File: config.mk
export PLATFORM = sky130hd
export DESIGN_NAME = sysref_status_and_chip_mode_regs
export DESIGN_NICKNAME = d
export VERILOG_FILES = /design/src/design/sysref_mode_pkg.sv /design/src/design/sysref_status_and_chip_mode_regs.sv /design/src/design/divider_align.sv
export SDC_FILE = /design/constraint.sdc
export NUM_CORES = 1
export LEC_CHECK = 0
export ABC_AREA = 0
export BUFFER_PORTS_ARGS = -buffer_cell sky130_fd_sc_hd__buf_2
export CAP_MARGIN = 10
export CELL_PAD_IN_SITES_DETAIL_PLACEMENT = 0
export CELL_PAD_IN_SITES_GLOBAL_PLACEMENT = 1
export CORE_MARGIN = 1
export CORE_UTILIZATION = 41
export CTS_CLUSTER_DIAMETER = 60
export DETAILED_ROUTE_END_ITERATION = 8
export PLACE_DENSITY = 0.86
export SLEW_MARGIN = 20
export SYNTH_ARGS = -nofsm -noshare
export SYNTH_HDL_FRONTEND = slang
export SYNTH_SLANG_ARGS = --single-unit
File: constraint.sdc
create_clock -name ref_clk -period 3.1 [get_ports ref_clk]
set_clock_uncertainty 0.05 [all_clocks]
set_input_delay 0.31 -clock ref_clk [delete_from_list [all_inputs] [get_ports ref_clk]]
set_output_delay 0.31 -clock ref_clk [all_outputs]
set_load 0.005 [all_outputs]
File: src/design/sysref_mode_pkg.sv
// Package of offsets, field positions, reset values and decodes for the sysref and mode registers.
`default_nettype none
package sysref_mode_pkg;

  ////////////////////////////////////////////////////////////////////////////////
  // Register offsets on the serial control port's internal register access.
  localparam logic [11:0] ADDR_PHASE_STATUS = 12'h129;
  localparam logic [11:0] ADDR_CAPTURE_COUNT = 12'h12a;
  localparam logic [11:0] ADDR_SYNC_MODE = 12'h1ff;
  localparam logic [11:0] ADDR_APP_MODE = 12'h200;
  localparam logic [11:0] ADDR_DECIMATION = 12'h201;

  ////////////////////////////////////////////////////////////////////////////////
  // Field positions.
  localparam int SYNC_MODE_BIT = 0;
  localparam int Q_IGNORE_BIT = 5;
  localparam int APP_RESERVED_LSB = 6;
  localparam int APP_RESERVED_MSB = 7;
  localparam int APP_MODE_LSB = 0;
  localparam int APP_MODE_MSB = 3;
  localparam int DECIM_LSB = 0;
  localparam int DECIM_MSB = 3;

  ////////////////////////////////////////////////////////////////////////////////
  // Values after reset.
  localparam logic [3:0] PHASE_RESET = 4'h0;
  localparam logic [7:0] COUNT_RESET = 8'h00;
  localparam logic [7:0] SYNC_MODE_RESET = 8'h00;
  localparam logic [7:0] APP_MODE_RESET = 8'h00;
  localparam logic [7:0] DECIMATION_RESET = 8'h00;
  localparam logic [7:0] READ_UNMAPPED = 8'h00;

  // Default divide ratio of the internal clock divider in ref_clk cycles.
  localparam int DIVIDE_DEFAULT = 8;
  // Default sample word width.
  localparam int SAMPLE_WIDTH_DEFAULT = 16;

  ////////////////////////////////////////////////////////////////////////////////
  // Encodings.
  localparam logic SYNC_MODE_JESD = 1'b1;
  localparam logic SYNC_MODE_TIMESTAMP = 1'b0;

  typedef enum logic [3:0] {
    APP_FULL_BANDWIDTH = 4'h0,
    APP_ONE_DOWNCONVERTER = 4'h1,
    APP_TWO_DOWNCONVERTERS = 4'h2,
    APP_FOUR_DOWNCONVERTERS = 4'h3
  } app_mode_type;

  // Decimation code to ratio; zero means an unlisted code, code 0000 is ratio 1 (bypass).
  function automatic logic [5:0] decimation_ratio(input logic [3:0] code);
    logic [5:0] ratio;
    ratio = 6'h00;
    unique case (code)
      4'h0: ratio = 6'd1;
      4'h1: ratio = 6'd2;
      4'h8: ratio = 6'd3;
      4'h2: ratio = 6'd4;
      4'h5: ratio = 6'd5;
      4'h9: ratio = 6'd6;
      4'h3: ratio = 6'd8;
      4'h6: ratio = 6'd10;
      4'ha: ratio = 6'd12;
      4'h7: ratio = 6'd15;
      4'h4: ratio = 6'd16;
      4'hd: ratio = 6'd20;
      4'hb: ratio = 6'd24;
      4'he: ratio = 6'd30;
      4'hf: ratio = 6'd40;
      4'hc: ratio = 6'd48;
    endcase
    return ratio;
  endfunction : decimation_ratio

endpackage : sysref_mode_pkg
`default_nettype wire

File: src/design/sysref_status_and_chip_mode_regs.sv
// Sysref capture status, sync mode select and chip operating mode registers.
`default_nettype none

module sysref_status_and_chip_mode_regs #(
  parameter int SAMPLE_WIDTH = sysref_mode_pkg::SAMPLE_WIDTH_DEFAULT,
  parameter int DIVIDE       = sysref_mode_pkg::DIVIDE_DEFAULT
) (
  input  wire logic                    ref_clk,
  input  wire logic                    reset,
  input  wire logic [11:0]             reg_addr,
  input  wire logic                    reg_write,
  input  wire logic [7:0]              reg_write_data,
  input  wire logic                    reg_read,
  output logic      [7:0]              reg_read_data,
  output logic                         reg_read_valid,
  input  wire logic                    sysref_captured,
  input  wire logic [3:0]              sysref_phase_measured,
  input  wire logic                    count_clear,
  input  wire logic [SAMPLE_WIDTH-1:0] sample_in,
  input  wire logic                    sample_in_valid,
  output logic      [SAMPLE_WIDTH-1:0] sample_out,
  output logic                         sample_out_valid,
  output logic                         sample_out_timestamp,
  output logic                         link_down,
  output logic                         divider_tick,
  output logic                         monitor_sysref_enable,
  output logic                         q_output_enable,
  output logic                         downconverter_first,
  output logic                         downconverter_second,
  output logic                         downconverter_third,
  output logic                         downconverter_fourth,
  output logic      [5:0]              decimation_factor,
  output logic                         decimation_bypass
);
  import sysref_mode_pkg::*;

  // A sample word needs at least one bit; anything less is refused when built.
  if (SAMPLE_WIDTH < 1) begin : g_bad_width
    $error("sysref_status_and_chip_mode_regs: SAMPLE_WIDTH must be at least 1");
  end

  ////////////////////////////////////////////////////////////////////////////////
  // Register state.
  logic [3:0] phase_status;
  logic [7:0] capture_count;
  logic       sync_mode;
  logic [7:0] app_control;
  logic [3:0] decim_code;
  logic [3:0] next_phase_status;
  logic [7:0] next_capture_count;
  logic       next_sync_mode;
  logic [7:0] next_app_control;
  logic [3:0] next_decim_code;
  logic [7:0] next_read_data;
  logic       timestamp_mode;

  assign timestamp_mode = (sync_mode == SYNC_MODE_TIMESTAMP);

  // Capture status and the control writes. The phase code is passed through as measured,
  // so every half-cycle step from in phase to seven and a half cycles is kept exact.
  always_comb begin
    next_phase_status = phase_status;
    next_capture_count = capture_count;
    next_sync_mode = sync_mode;
    next_app_control = app_control;
    next_decim_code = decim_code;
    if (sysref_captured) begin
      next_phase_status = sysref_phase_measured;
      next_capture_count = capture_count + 8'h01;
    end
    if (count_clear) begin
      next_capture_count = COUNT_RESET;
    end
    if (reg_write) begin
      unique case (reg_addr)
        ADDR_SYNC_MODE: begin
          next_sync_mode = reg_write_data[SYNC_MODE_BIT];
        end
        ADDR_APP_MODE: begin
          // Bit 4 is reserved and read only; it stays zero.
          next_app_control = {reg_write_data[APP_RESERVED_MSB:APP_RESERVED_LSB],
                              reg_write_data[Q_IGNORE_BIT], 1'b0,
                              reg_write_data[APP_MODE_MSB:APP_MODE_LSB]};
        end
        ADDR_DECIMATION: begin
          next_decim_code = reg_write_data[DECIM_MSB:DECIM_LSB];
        end
        default: begin
        end
      endcase
    end
  end

  // The count is read without synchronising to captures; software is expected to stop
  // capturing first, so no snapshot logic is spent here.
  always_comb begin
    next_read_data = READ_UNMAPPED;
    unique case (reg_addr)
      ADDR_PHASE_STATUS: next_read_data = {4'h0, phase_status};
      ADDR_CAPTURE_COUNT: next_read_data = capture_count;
      ADDR_SYNC_MODE: next_read_data = {7'h00, sync_mode};
      ADDR_APP_MODE: next_read_data = app_control;
      ADDR_DECIMATION: next_read_data = {4'h0, decim_code};
      default: next_read_data = READ_UNMAPPED;
    endcase
  end

  always_ff @(posedge ref_clk or posedge reset) begin
    if (reset) begin
      phase_status <= PHASE_RESET;
      capture_count <= COUNT_RESET;
      sync_mode <= SYNC_MODE_RESET[SYNC_MODE_BIT];
      app_control <= APP_MODE_RESET;
      decim_code <= DECIMATION_RESET[3:0];
      reg_read_data <= READ_UNMAPPED;
      reg_read_valid <= 1'b0;
    end else begin
      phase_status <= next_phase_status;
      capture_count <= next_capture_count;
      sync_mode <= next_sync_mode;
      app_control <= next_app_control;
      decim_code <= next_decim_code;
      reg_read_data <= reg_read ? next_read_data : reg_read_data;
      reg_read_valid <= reg_read;
    end
  end

  ////////////////////////////////////////////////////////////////////////////////
  // Divider alignment; the divider only sees captures in synchronization mode.
  logic phase_moved;

  divider_align #(
    .DIVIDE (DIVIDE)
  ) u_divider (
    .ref_clk      (ref_clk),
    .reset        (reset),
    .sysref_event (sysref_captured),
    .sync_jesd    (!timestamp_mode),
    .divider_tick (divider_tick),
    .phase_moved  (phase_moved)
  );

  // Link down is a one-cycle request to the link logic to restart its alignment.
  assign link_down = phase_moved;

  // The signal monitor follows the reference only in synchronization mode.
  assign monitor_sysref_enable = !timestamp_mode;

  ////////////////////////////////////////////////////////////////////////////////
  // Timestamp marking. A capture that falls between valid samples is held and placed on
  // the next valid sample; several captures that fall in one gap between samples share a single mark.
  logic                    mark_pending;
  logic                    next_mark_pending;
  logic                    mark_now;
  logic [SAMPLE_WIDTH-1:0] next_sample_out;

  always_comb begin
    mark_now = mark_pending || (timestamp_mode && sysref_captured);
    next_mark_pending = mark_now && !sample_in_valid;
    next_sample_out = sample_in_valid ? sample_in : sample_out;
  end

  always_ff @(posedge ref_clk or posedge reset) begin
    if (reset) begin
      mark_pending <= 1'b0;
      sample_out <= '0;
      sample_out_valid <= 1'b0;
      sample_out_timestamp <= 1'b0;
    end else begin
      mark_pending <= next_mark_pending;
      sample_out <= next_sample_out;
      sample_out_valid <= sample_in_valid;
      sample_out_timestamp <= sample_in_valid && mark_now;
    end
  end

  ////////////////////////////////////////////////////////////////////////////////
  // Mode decodes from the control registers.
  app_mode_type app_mode;

  assign app_mode = app_mode_type'(app_control[APP_MODE_MSB:APP_MODE_LSB]);
  assign q_output_enable = !app_control[Q_IGNORE_BIT];

  // Unlisted application codes enable no downconverter, like full bandwidth.
  always_comb begin
    downconverter_first = 1'b0;
    downconverter_second = 1'b0;
    downconverter_third = 1'b0;
    downconverter_fourth = 1'b0;
    unique case (app_mode)
      APP_ONE_DOWNCONVERTER: begin
        downconverter_first = 1'b1;
      end
      APP_TWO_DOWNCONVERTERS: begin
        downconverter_first = 1'b1;
        downconverter_second = 1'b1;
      end
      APP_FOUR_DOWNCONVERTERS: begin
        downconverter_first = 1'b1;
        downconverter_second = 1'b1;
        downconverter_third = 1'b1;
        downconverter_fourth = 1'b1;
      end
      default: begin
      end
    endcase
  end

  assign decimation_factor = decimation_ratio(decim_code);
  assign decimation_bypass = (decimation_ratio(decim_code) == 6'd1);

endmodule : sysref_status_and_chip_mode_regs
`default_nettype wire

File: src/design/divider_align.sv
// Internal clock divider that a reference capture realigns in synchronization mode.
`default_nettype none
module divider_align #(
  parameter int DIVIDE = sysref_mode_pkg::DIVIDE_DEFAULT
) (
  input  wire logic ref_clk,
  input  wire logic reset,
  input  wire logic sysref_event,
  input  wire logic sync_jesd,
  output logic      divider_tick,
  output logic      phase_moved
);
  import sysref_mode_pkg::*;

  localparam int CW = (DIVIDE > 2) ? $clog2(DIVIDE) : 1;
  localparam logic [CW-1:0] LAST = CW'(DIVIDE - 1);

  // A divider of one never leaves zero, so such a build is refused outright.
  if (DIVIDE < 2) begin : g_bad_divide
    $error("divider_align: DIVIDE must be at least 2");
  end

  logic [CW-1:0] count;
  logic [CW-1:0] next_count;
  logic          next_phase_moved;

  ////////////////////////////////////////////////////////////////////////////////
  // A capture in synchronization mode forces the divider back to zero. Only a capture on
  // the last count leaves the phase as it was, so a periodic reference aligned to the
  // divider keeps the link up; any other capture moves the phase and drops the link.
  always_comb begin
    next_phase_moved = 1'b0;
    if (count == LAST) begin
      next_count = '0;
    end else begin
      next_count = count + CW'(1);
    end
    if (sysref_event && sync_jesd) begin
      next_count = '0;
      next_phase_moved = (count != LAST);
    end
  end

  always_ff @(posedge ref_clk or posedge reset) begin
    if (reset) begin
      count <= '0;
      phase_moved <= 1'b0;
    end else begin
      count <= next_count;
      phase_moved <= next_phase_moved;
    end
  end

  assign divider_tick = (count == '0);

endmodule : divider_align
`default_nettype wire

## After elaboration in Yosys (flattened, before gate mapping)

Memory sizes are Yosys's and may differ from the RTL's.
Cells that the tools add are included.
Widths: inputs -> output; s select.

| word-level totals | value |
|---|---|
| bits in registers | 56 |
| ROM bits | 192 |
| output and inout bits | 42 |
| logic and storage cells | 52 |
| memories | 2 |

Memories:

| memory | depth | bits a word | rd ports | clocked after memory_dff | write ports | line | RTL |
|---|---|---|---|---|---|---|---|
| (no name shown) | 16 | 6 | 1 | 0 | 0 | sysref_mode_pkg.sv:54 | `unique case (code)` |
| (no name shown) | 16 | 6 | 1 | 0 | 0 | sysref_mode_pkg.sv:54 |  |

| operators by class | value |
|---|---|
| $add $sub $neg | 2 |
| eq/ne operators | 11 |
| muxes and demuxes | 9 |
| bitwise gates (word level) | 1 |
| reduce and logical (&&, ||, !) cells | 14 |

Operators with widths:

| kind | number |
|---|---|
| $pmux 8 s5 | 1 |
| $eq 12x9->1 const B | 3 |
| $eq 12x10->1 const B | 2 |
| $mux 8 | 2 |
| $add 8x1->8 const B | 1 |
| $eq 4x2->1 const B | 2 |
| $eq 6x1->1 const B | 1 |
| $mux 3 | 2 |
| $reduce_and 2->1 | 3 |
| $eq 4x1->1 const B | 1 |
| $logic_and 1x1->1 | 4 |
| $mux 1 | 4 |
| $add 3x1->3 const B | 1 |
| $eq 3x3->1 const B | 1 |
| $logic_not 3->1 | 1 |
| $ne 3x3->1 const B | 1 |
| $reduce_or 3->1 | 1 |
| $logic_not 1->1 | 2 |
| $reduce_bool 2->1 | 1 |
| $reduce_or 2->1 | 1 |
| $logic_or 1x1->1 | 1 |
| $not 1->1 | 1 |

## Logic depth before layout (Yosys ltp)

Gate-level depths: netlist of run 1.

| depth | value |
|---|---|
| depth in word-level cells | 4 |
| gate-level depth with buffers | 6 |
| gate-level depth less buffers | 6 |

## Hierarchy

A second synthesis of run 1 with hierarchy kept.

| unflattened totals | value |
|---|---|
| cells, all modules | 229 |
| area total of the unflattened synthesis | 2693.8 um2 |

Modules (own cells, without submodules):

| module | instances | cells an instance | area an instance (um2) |
|---|---|---|---|
| sysref_status_and_chip_mode_regs | 1 | 213 | 2508.7 |
| divider_align | 1 | 16 | 185.2 |

## Worst setup path after synthesis of run 1

Ideal clock, no wire load.

| path | value |
|---|---|
| path type | register to output |
| start point | register decim_code[1] |
| end point | output decimation_bypass |
| arrival | 1.368 ns |
| path slack | 1.372 ns |
| cell stages (with the launch flop) | 7 |
| buffers on the path | 0 |
| cells stage by stage | dfrtp_1 -> inv_1 -> ha_1 -> nor2b_1 -> a211oi_1 -> a21oi_1 -> nor4_1 |

| on the way | value |
|---|---|
| cells in the longest elaborated chain, start to end | 2 |

RTL lines:

| item | line | RTL |
|---|---|---|
| from (decl) | sysref_status_and_chip_mode_regs.sv:48 | `logic [3:0] decim_code;` |
| from (signal assigned) | sysref_status_and_chip_mode_regs.sv:114 | `decim_code <= DECIMATION_RESET[3:0];` |
| from (signal assigned) | sysref_status_and_chip_mode_regs.sv:122 | `decim_code <= next_decim_code;` |
| $mem_v2 16x6 | n/a |  |
| $eq 6x1->1 | sysref_status_and_chip_mode_regs.sv:210 | `assign decimation_bypass = (decimation_ratio(decim_code) == 6'd1);` |
| to (decl) | sysref_status_and_chip_mode_regs.sv:33 | `output logic decimation_bypass` |

Every way passes these cells.

## Final worst setup path of run 1

Same ends and word-level chain as after synthesis.

==> impl_results.md, run 1 <==
* Hold Crit Class: input pin to asynchronous set/reset pin
* Clock transition at path regs at 0.10 ns
* Die width at 82.9 µm
* Via density per instance at 5.14
* Status: complete, but fails checks
* Worst-path cell with the longest stage delay: dfrtp_1
* Final setup fails at 0
* Pleak at 1.60 nW
* Worst path cell trace: inv_1 > ha_1 > nor2b_1 > a211oi_1 > a21oi_1 > nor4_1 > buf_2
* Cell-internal power at 1.10 mW
* DP Wirelength at 4360 µm
* Core area at 6350 µm²
* Sequential area share after synthesis at 52.2%
* Area leader, netlist: dfrtp_1
* Drt first-iter violations at 64
* CP bufs+invs at 2
* Fin nets at 378
* Top-area cell type share of the netlist area at 52.2%
* Sw frac at 24.3%
* All-Layer GR Usage at 17.0%
* Relative slew slack at 60.7%
* CP max FO at 9
* Ant diodes at 0
* Cts bufs inserted at 5
* CTS root buf: clkbuf_8
* Clock Latency Late Sink at 0.31 ns
* Mapped Nets at 293
* Worst Setup End Kind: output pin
* RSZ-0062 raised after global routing: false
* Largest net degree at the start of global routing at 30
* Hold WS at -0.00409 ns
* Worst-margin pin slew at 0.588 ns
* Pwr Total at 1.45 mW
* Synth unique cells at 39
* Post-CTS Setup Inserts at 0
* Data required, critical path at 2.74 ns
* Port bufs at 87
* Max cap viols at 0
* Tmin final at 2.28 ns
* Pre-antenna DRT Iters at 4
* Global placement routability congestion at 0.766
* Worst EP arrival at 1.92 ns
* Die Span Y at 82.9 µm
* Fill cell count at 595
* CP Class: flip-flop to output pin
* Setup_tns at 0 ns
* Failing checks: negative hold slack
* Max Fclk at 440 MHz
* Routed len/inst at 14.3 µm
* Warnings from Yosys at 0
* Final WL at 5710 µm
* CTS resizes at 0
* Remaining antenna violation count after routing at 0
* Tcrit/Tclk final at 73.4%
* Syn Area/Cell at 11.3 µm²
* Starting density of the core at 42.3%
* Area of the die at 6870 µm²
* Family with the most delay on the worst path: flip-flops
* FP Rows at 29
* Area delta synth->final at 22.8%
* I/O Pins at 89
* Final Hold Fails at 3
* Primary FF master, synth: dfrtp_1
* Cts hold-fix bufs at 0
* Main area contributors after synthesis: dfrtp_1, mux2_2, ha_1
* Post-synthesis cell count at 237
* Max VDD drop at 0.000325 V
* DR vias at 2055
* Psw at 0.352 mW
* Setup crit start kind: flip-flop
* Clock Sinks at 56
* Number of synthesized register bits at 56
* Synthesized area at 2680 µm²
* Vias in the first global route at 2009
* Slew Limit Fails at 0
* CTS tree: built
* Initial antenna violation count at 0
* Synth cell count leaders: dfrtp_1, mux2_2, nor2_1
* Share of post-route cells with drive strength above 1 at 42.1%
* Fraction of registers with async set/reset at 100%
* Comb power frac at 11.2%
* # DRC at 0
* CP max stage delay at 0.50 ns
* Post-synth EDFFs at 0
* First-pass GRT wire length at 9430 µm
* Clock power share at 34.0%
* Cell Pwr Density at 440 nW/µm²
* H-tree depth at 2
* Clock tree buffer depth at 2
* Cell with the most instances after synthesis: dfrtp_1
* Flop pwr share at 54.8%
* Grt total ovfl at 0
* Post-layout util at 51.9%
==> flip-flops by register name, summed over array words and instances (netlist names) <==
register	flops
phase_status	4
u_divider.phase_moved	1
reg_read_data	8
sample_out	16
app_control	7
decim_code	4
u_divider.count	3
capture_count	8
sample_out_valid	1
reg_read_valid	1
sample_out_timestamp	1
monitor_sysref_enable	1
mark_pending	1
==> layout make-up <==
class	instances	area, µm²	area share [%]
Inverter	9	33.8	1.02
Multi-Input combinational cell	162	1210	36.6
Sequential cell	56	1400	42.5
Timing Repair Buffer	88	443	13.4
Clock buffer	5	68.8	2.09
Clock inverter	3	46.3	1.40
Tap cell	77	96.3	2.92
==> logic make-up (layout without fill, tap and decap cells) <==
logic type / after synthesis / count (layout) / synth area share [%]
and+or+nand+nor: 78 / 78 / 16.8
DFF: 56 / 56 / 52.2
adders and majority gates: 9 / 9 / 4.20
buffers and inverters: 19 / 105 / 2.80
xor gates and xnor gates: 5 / 5 / 1.63
muxes: 35 / 35 / 14.5
AOI/OAI and AO/OA: 35 / 35 / 7.79
==> path summary, 6_finish.rpt <==
check                                              from                           end  slack, ns  depth (start not counted)
hold reg to reg            u_divider.count[0]$_DFF_PP0_  u_divider.count[0]$_DFF_PP0_       0.44                          1
setup reg to reg           capture_count[2]$_DFFE_PP0P_  capture_count[7]$_DFFE_PP0P_       1.77                          3
min in group ref_clk                  reg_write_data[7]    app_control[7]$_DFFE_PP0P_       0.16                          2
max in group asynchronous                         reset   phase_status[3]$_DFFE_PP0P_       2.22                          3
setup / recovery              decim_code[1]$_DFFE_PP0P_             decimation_bypass       0.82                          7
hold / removal                                    reset     sample_out[7]$_DFFE_PP0P_     -0.004                          2
==> metrics by stage <==
step / std cells / setup slack, ns / area, µm²
global placement: 392 / 1.08 / 3180
floorplan: 237 / 1.37 / 2680
global route: 400 / 0.599 / 3300
detailed placement: 392 / 1.05 / 3180
finish: 400 / 0.825 / 3300
CTS: 400 / 0.813 / 3300
==> placed cells by master (no fill, tap or decap), types with 2 or more instances in the layout <==
cell,n
a22oi_1,4
a31oi_1,4
inv_1,8
dfrtp_1,56
mux2_1,2
xor2_1,4
o21ai_0,11
a21oi_2,2
nand2_1,15
buf_2,87
nor4_1,4
a211oi_1,2
nand4_1,3
nor2_1,21
nor4b_2,2
nor2b_1,5
nand2b_1,3
clkbuf_8,5
or3_1,2
a21oi_1,10
ha_1,9
mux2_2,30
nand3_1,5
mux2i_1,3
and3_1,5
and2_1,4
==> power groups by stage <==
stage / clock network [mW] / registers, mW / logic, mW
floorplan: 0 / 0.808 / 0.0799
global placement: 0 / 0.807 / 0.160
detailed placement: 0 / 0.809 / 0.165
CTS: 0.502 / 0.795 / 0.165
global route: 0.525 / 0.800 / 0.182
finish: 0.492 / 0.795 / 0.162
==> layer usage <==
layer  GRT usage [%]  wire (µm)  share of wire, %  vias up
met3            6.36        440               7.7        4
met2            26.5       2600                46       68
met1            22.3       2600                45      980
met4            4.70         70               1.2        0
li1                -          -                 -     1003
met5               0          0                 0        -
Note: power is estimated with default switching activity, not from simulation.
==> run 2: changes to the inputs <==
--- a/config.mk
+++ b/config.mk
@@ -11,10 +11,10 @@
 export CELL_PAD_IN_SITES_DETAIL_PLACEMENT = 0
 export CELL_PAD_IN_SITES_GLOBAL_PLACEMENT = 1
 export CORE_MARGIN = 1
-export CORE_UTILIZATION = 41
+export CORE_UTILIZATION = 38
 export CTS_CLUSTER_DIAMETER = 60
 export DETAILED_ROUTE_END_ITERATION = 8
-export PLACE_DENSITY = 0.86
+export PLACE_DENSITY = 0.81
 export SLEW_MARGIN = 20
 export SYNTH_ARGS = -nofsm -noshare
 export SYNTH_HDL_FRONTEND = slang
==> constraint.sdc (replaced) <==
create_clock -name ref_clk -period 2.1 [get_ports ref_clk]
set_clock_uncertainty 0.05 [all_clocks]
set_input_delay 0.21 -clock ref_clk [delete_from_list [all_inputs] [get_ports ref_clk]]
set_output_delay 0.21 -clock ref_clk [all_outputs]
set_load 0.005 [all_outputs]
==> run 2 against run 1 <==
Net effect:
- non-clock buffer count rose by 19
- sequential cell count unchanged
- clock power up 64%
- core utilization shrank 0.32 points
- global-route usage is 0.94 points lower
- critical path type unchanged
- cell area grew 6.3%
- first-iteration DRC count is 39% higher
- register-to-register slack got worse by 1.1 ns
- die area increased by 7.7%
- the run now ends clean
==> impl_results.md, run 2 (synthesized netlist as in run 1, its figures left out) <==
* Tcrit/Tclk final at 96.8%
* Cell Pwr Density at 634 nW/µm² (was 440 nW/µm²)
* Setup crit start kind: flip-flop (unchanged)
* DR vias at 2101 (was 2055)
* Setup_tns at 0 ns (unchanged)
* Max Fclk at 492 MHz
* CP Class: flip-flop to output pin (unchanged)
* Slew Limit Fails at 0 (unchanged)
* Clock Latency Late Sink at 0.31 ns (about the same)
* CTS tree: built (unchanged)
* Max cap viols at 0 (unchanged)
* Port bufs at 87 (unchanged)
* Vias in the first global route at 1991 (was 2009)
* Final Hold Fails at 0 (was 3)
* CP max FO at 6 (was 9)
* Remaining antenna violation count after routing at 0 (unchanged)
* Clock transition at path regs at 0.10 ns (about the same)
* Worst Setup SP: decim_code[1]$_DFFE_PP0P_ (unchanged)
* Worst-margin pin slew at 0.462 ns (was 0.588 ns)
* Hold WS at 0.0639 ns (was -0.00409 ns)
* Max reg flops at 16 (unchanged)
* Tmin final at 2.03 ns
* Post-layout util at 51.6% (was 51.9%)
* Grt total ovfl at 0 (unchanged)
* Area of the die at 7400 µm² (was 6870 µm²)
* All-Layer GR Usage at 16.1% (was 17.0%)
* Routed len/inst at 13.3 µm (was 14.3 µm)
* Die width at 86.0 µm (was 82.9 µm)
* Max VDD drop at 0.000438 V (was 0.000325 V)
* Pleak at 1.70 nW (was 1.60 nW)
* Core area at 6790 µm² (was 6350 µm²)
* Most frequent cells in the layout: buf_2, dfrtp_1, mux2_2, nor2_1, buf_4 (was buf_2, dfrtp_1, mux2_2, nor2_1, nand2_1)
* Area delta synth->final at 30.6% (was 22.8%)
* Ant diodes at 0 (unchanged)
* Final setup fails at 0 (unchanged)
* Final Cell Area at 3510 µm² (was 3300 µm²)
* Clock Sinks at 56 (unchanged)
* Die Span Y at 86.0 µm (was 82.9 µm)
* Placed standard-cell area at 3230 µm² (was 3180 µm²)
* Most flop-heavy register: sample_out (unchanged)
* Starting density of the core at 39.5% (was 42.3%)
* I/O Pins at 89 (unchanged)
* DP Wirelength at 4320 µm (was 4360 µm)
* Reg2Reg Setup Slack at 0.68 ns (was 1.77 ns)
* Data required, critical path at 1.84 ns (was 2.74 ns)
* First-pass GRT wire length at 9140 µm (was 9430 µm)
* Cts bufs inserted at 5 (unchanged)
* Clock tree buffer depth at 2 (unchanged)
* FP Rows at 30 (was 29)
* Family with the most delay on the worst path: flip-flops (unchanged)
* # DRC at 0 (unchanged)
* Hold Crit Class: input pin to flip-flop (was input pin to asynchronous set/reset pin)
* Status: finished clean (was complete, but fails checks)
* Drt first-iter violations at 89 (was 64)
* H-tree depth at 2 (unchanged)
* Worst path cell trace: ha_4 > mux2_2 > nand2b_4 > nor4_1 > buf_2 (was inv_1 > ha_1 > nor2b_1 > a211oi_1 > a21oi_1 > nor4_1 > buf_2)
* Largest regs: sample_out x16, capture_count x8, reg_read_data x8 (unchanged)
* CP bufs+invs at 1 (was 2)
* HP Start: reg_write_data[7]
* Worst EP arrival at 1.77 ns (was 1.92 ns)
* Share of post-route cells with drive strength above 1 at 47.2% (was 42.1%)
* Global placement routability congestion at 0.733 (was 0.766)
* RR Startpoint: decim_code[2]$_DFFE_PP0P_ (was capture_count[2]$_DFFE_PP0P_)
* Initial antenna violation count at 0 (unchanged)
* Largest net degree at the start of global routing at 25 (was 30)
* Commonest non-fill, non-tap cell in the layout: buf_2 (unchanged)
* Worst-path cell with the longest stage delay: dfrtp_2 (was dfrtp_1)
* CTS root buf: clkbuf_8 (unchanged)
* Fin nets at 397 (was 378)
* Via density per instance at 4.81 (was 5.14)
* Pre-antenna DRT Iters at 4 (unchanged)
* Worst Setup End Kind: output pin (unchanged)
* Pwr Total at 2.22 mW (was 1.45 mW)
* Final WL at 5830 µm (was 5710 µm)
* CP max stage delay at 0.48 ns (was 0.50 ns)
* Relative slew slack at 68.9% (was 60.7%)
## run 2: report_power, final
part	switching [mW]	leakage [nW]	internal, mW
Clock	0.336	0.0642	0.469
Combinational	0.118	0.936	0.126
Sequential	0.0347	0.704	1.14
Total	0.488	1.70	1.73
## run 2: metrics by stage
step                      instances  setup slack (ns)
after floorplan                 237             0.469
after global placement          414             0.201
after CTS                       424           0.00221
after global routing            437           -0.0415
after detailed placement        414             0.143
final                           437            0.0668
## run 2: repair_timing
action,CTS,global route
setup endpoints to repair,1,1
hold buffers,1,0
resized for setup,2,10
hold endpoints to repair,12,0
buffers inserted,2,13
pin swaps,0,2
## run 2: final cells by class
type | count | area (µm²)
inverters | 9 | 33.8
repair buffers | 107 | 586
fillers | 620 | 3290
flip-flops and latches | 56 | 1410
well taps | 96 | 120
multi-input cells | 162 | 1230
clock inverters | 2 | 60.1
clock buffers | 5 | 68.8
## run 2: path summary, 6_finish.rpt
| check | endpoint | depth (start not counted) |
|---|---|---|
| max | decimation_bypass | 5 |
| min | app_control[7]$_DFFE_PP0P_ | 2 |
| max reg2reg | reg_read_data[2]$_DFFE_PP0P_ | 7 |
| min reg2reg | u_divider.count[0]$_DFF_PP0_ | 1 |
| max in group asynchronous | decim_code[3]$_DFFE_PP0P_ | 4 |
| min in group asynchronous | sample_out[5]$_DFFE_PP0P_ | 3 |
## run 2: routing by layer
metal	GRT usage (%)	up-vias	share of wire, %
met5	0	-	0
met4	5.45	0	1.4
met3	6.06	6	7.4
met2	26.8	70	47
met1	19.1	986	45
li1	-	1039	-
## run 2: worst register-to-register path: stages (launching register included)
cell	delay (ns)
dfrtp_2	0.44
buf_4	0.15
buf_4	0.13
buf_4	0.13
nand2_1	0.05
a21oi_1	0.06
o21ai_0	0.19
a31oi_1	0.10
==> run 3: changes to the inputs <==
--- a/config.mk
+++ b/config.mk
@@ -14,6 +14,7 @@
 export CORE_UTILIZATION = 38
 export CTS_CLUSTER_DIAMETER = 60
 export DETAILED_ROUTE_END_ITERATION = 8
+export HOLD_SLACK_MARGIN = 0.12
 export PLACE_DENSITY = 0.81
 export SLEW_MARGIN = 20
 export SYNTH_ARGS = -nofsm -noshare
==> run 3 against run 2 <==
Net effect:
- sequential share of layout area is 3.2 points lower
- non-clock buffer count is 27 higher
- via count rose by 5.9%
- total power grew 2.2%
- largest power group unchanged
- sequential cell count is the same
- cell count grew 6.2%
- combinational power grew 19%
- count of clock-buffer cells in the layout unchanged
- sequential power hardly changed
- routed wire length rose by 10%
- largest cell class unchanged
- register-to-register slack improved by 0.09 ns
==> impl_results.md, run 3 (synthesized netlist as in run 1, its figures left out) <==
* Status: finished clean (unchanged)
* HP Start: reg_read (was reg_write_data[7])
* Clock tree buffer depth at 2 (unchanged)
* Register Area at 1410 µm² (unchanged)
* Worst Setup End Kind: output pin (unchanged)
* Worst Reg2Reg Path Length in Cells at 3 (was 7)
* CTS root buf: clkbuf_8 (unchanged)
* Initial antenna violation count at 0 (unchanged)
* Vias in the first global route at 2226 (was 1991)
* Global placement routability congestion at 0.733 (unchanged)
* I/O Pins at 89 (unchanged)
* Relative slew slack at 69.1% (was 68.9%)
* Pre-antenna DRT Iters at 4 (unchanged)
* Die Span Y at 86.0 µm (unchanged)
* Fin nets at 424 (was 397)
* Commonest non-fill, non-tap cell in the layout: buf_2 (unchanged)
* Data required, critical path at 1.84 ns (about the same)
* Final setup fails at 0 (unchanged)
* Largest net degree at the start of global routing at 25 (unchanged)
* Most flop-heavy register: sample_out (unchanged)
* Flop pwr share at 51.7% (was 52.8%)
* Routed len/inst at 13.9 µm (was 13.3 µm)
* CP max FO at 6 (unchanged)
* FP Rows at 30 (unchanged)
* Share of post-route cells with drive strength above 1 at 44.3% (was 47.2%)
* Setup crit start kind: flip-flop (unchanged)
* CTS tree: built (unchanged)
* Die width at 86.0 µm (unchanged)
* Ant diodes at 0 (unchanged)
* Clock transition at path regs at 0.09 ns (was 0.10 ns)
* First-pass GRT wire length at 10200 µm (was 9140 µm)
* Final WL at 6450 µm (was 5830 µm)
* Slew Limit Fails at 0 (unchanged)
* Psw at 0.502 mW (was 0.488 mW)
* Grt total ovfl at 0 (unchanged)
* Post-Place Setup Slack at 0.143 ns (unchanged)
* DR vias at 2224 (was 2101)
* Drt first-iter violations at 90 (was 89)
* RR Endpoint: capture_count[5]$_DFFE_PP0P_ (was reg_read_data[2]$_DFFE_PP0P_)
* Max Fclk at 492 MHz (about the same)
* Hold Crit Depth at 1 (was 2)
* DP Wirelength at 4320 µm (unchanged)
* Worst-margin pin slew at 0.459 ns (was 0.462 ns)
* H-tree depth at 2 (unchanged)
* Final Hold Fails at 0 (unchanged)
* Via density per instance at 4.79 (was 4.81)
* Comb power frac at 12.8% (was 11.0%)
* Clock Sinks at 56 (unchanged)
* RR Startpoint: capture_count[2]$_DFFE_PP0P_ (was decim_code[2]$_DFFE_PP0P_)
* Cts bufs inserted at 5 (unchanged)
* Pleak at 1.83 nW (was 1.70 nW)
* Reg2Reg Setup Slack at 0.77 ns (was 0.68 ns)
* Cell-internal power at 1.77 mW (was 1.73 mW)
* All-Layer GR Usage at 17.8% (was 16.1%)
* Starting density of the core at 39.5% (unchanged)
* Tcrit/Tclk final at 96.8% (about the same)
* Clock power share at 35.5% (was 36.2%)
* Clock Latency Late Sink at 0.31 ns (about the same)
* Setup_tns at 0 ns (unchanged)
* Multi-input gate area at 1260 µm² (was 1230 µm²)
* Max VDD drop at 0.000435 V (was 0.000438 V)
* Max cap viols at 0 (unchanged)
* Sw frac at 22.1% (was 22.0%)
* Worst EP arrival at 1.77 ns (about the same)
* Port bufs at 87 (unchanged)
* # DRC at 0 (unchanged)
* Max reg flops at 16 (unchanged)
* Most frequent cells in the layout: buf_2, dfrtp_1, mux2_2, dlygate4sd3_1, nor2_1 (was buf_2, dfrtp_1, mux2_2, nor2_1, buf_4)
* Area delta synth->final at 41.8% (was 30.6%)
* Area of the die at 7400 µm² (unchanged)
* Cell Pwr Density at 597 nW/µm² (was 634 nW/µm²)
* End of the worst hold path: reg_read_valid$_DFF_PP0_ (was app_control[7]$_DFFE_PP0P_)
* Hold Crit Class: input pin to flip-flop (unchanged)
* RSZ-0062 raised after global routing: false
* Core area at 6790 µm² (unchanged)
* Largest regs: sample_out x16, capture_count x8, reg_read_data x8 (unchanged)
* Tmin final at 2.03 ns (about the same)
* Hold WS at 0.133 ns (was 0.0639 ns)
* Remaining antenna violation count after routing at 0 (unchanged)
* CP Class: flip-flop to output pin (unchanged)
* Final worst slack at 0.0672 ns (was 0.0668 ns)
* Fill cell count at 581 (was 620)
-- run 3: layout make-up --
class | count | share of cell area [%]
repair buffers | 134 | 22.6
clock inverters | 2 | 1.58
flip-flops and latches | 56 | 36.9
clock buffers | 5 | 1.81
multi-input cells | 162 | 33.1
inverters | 9 | 0.888
well taps | 96 | 3.16
-- run 3: critical path, stage by stage (launching register included) --
cell,delay [ns]
dfrtp_2,0.48
ha_4,0.18
mux2_4,0.26
nand2b_4,0.15
nor4_4,0.24
buf_2,0.14
-- run 3: power groups by stage --
stage	sequential, mW	clock [mW]	combinational (mW)
final	1.17	0.806	0.291
after global routing	1.18	0.861	0.324
after CTS	1.17	0.824	0.286
after detailed placement	1.19	0	0.244
after global placement	1.19	0	0.239
after floorplan	1.19	0	0.118
-- run 3: stage by stage --
stage	area, µm²	total power [mW]	util, %	instances
5_1_grt	3810	2.37	56.0	464
2_1_floorplan	2680	1.31	-	237
3_3_place_gp	3230	1.43	47.5	414
6_report	3810	2.27	56.0	464
4_1_cts	3660	2.28	53.9	452
3_5_place_dp	3230	1.44	47.5	414
-- run 3: per-layer routing --
metal	global-route usage, %	up-vias	share of wire [%]
met5	0	-	0
met4	6.36	0	1.9
met3	5.97	10	6.7
met2	31.2	78	49
met1	20.2	1043	43
li1	-	1093	-
-- run 3: worst max-delay path by stage --
stage,slack [ns],end,cells after the start,start
final,0.07,decimation_bypass,5,decim_code[1]$_DFFE_PP0P_
after global routing,0.004,decimation_bypass,7,decim_code[1]$_DFFE_PP0P_
after CTS,0.002,decimation_bypass,6,decim_code[1]$_DFFE_PP0P_
after detailed placement,0.14,reg_read_data[6]$_DFFE_PP0P_,5,reg_addr[5]
after global placement,0.20,reg_read_data[6]$_DFFE_PP0P_,5,reg_addr[5]
after floorplan,0.47,app_control[0]$_DFFE_PP0P_,1,reset
-- run 3: timing repair --
action | in CTS | in global routing
pin swaps | 0 | 2
hold buffers | 29 | 0
setup endpoints to repair | 1 | 1
buffers inserted | 2 | 12
endpoints found under the hold margin | 50 | 0
gates resized for setup | 2 | 16
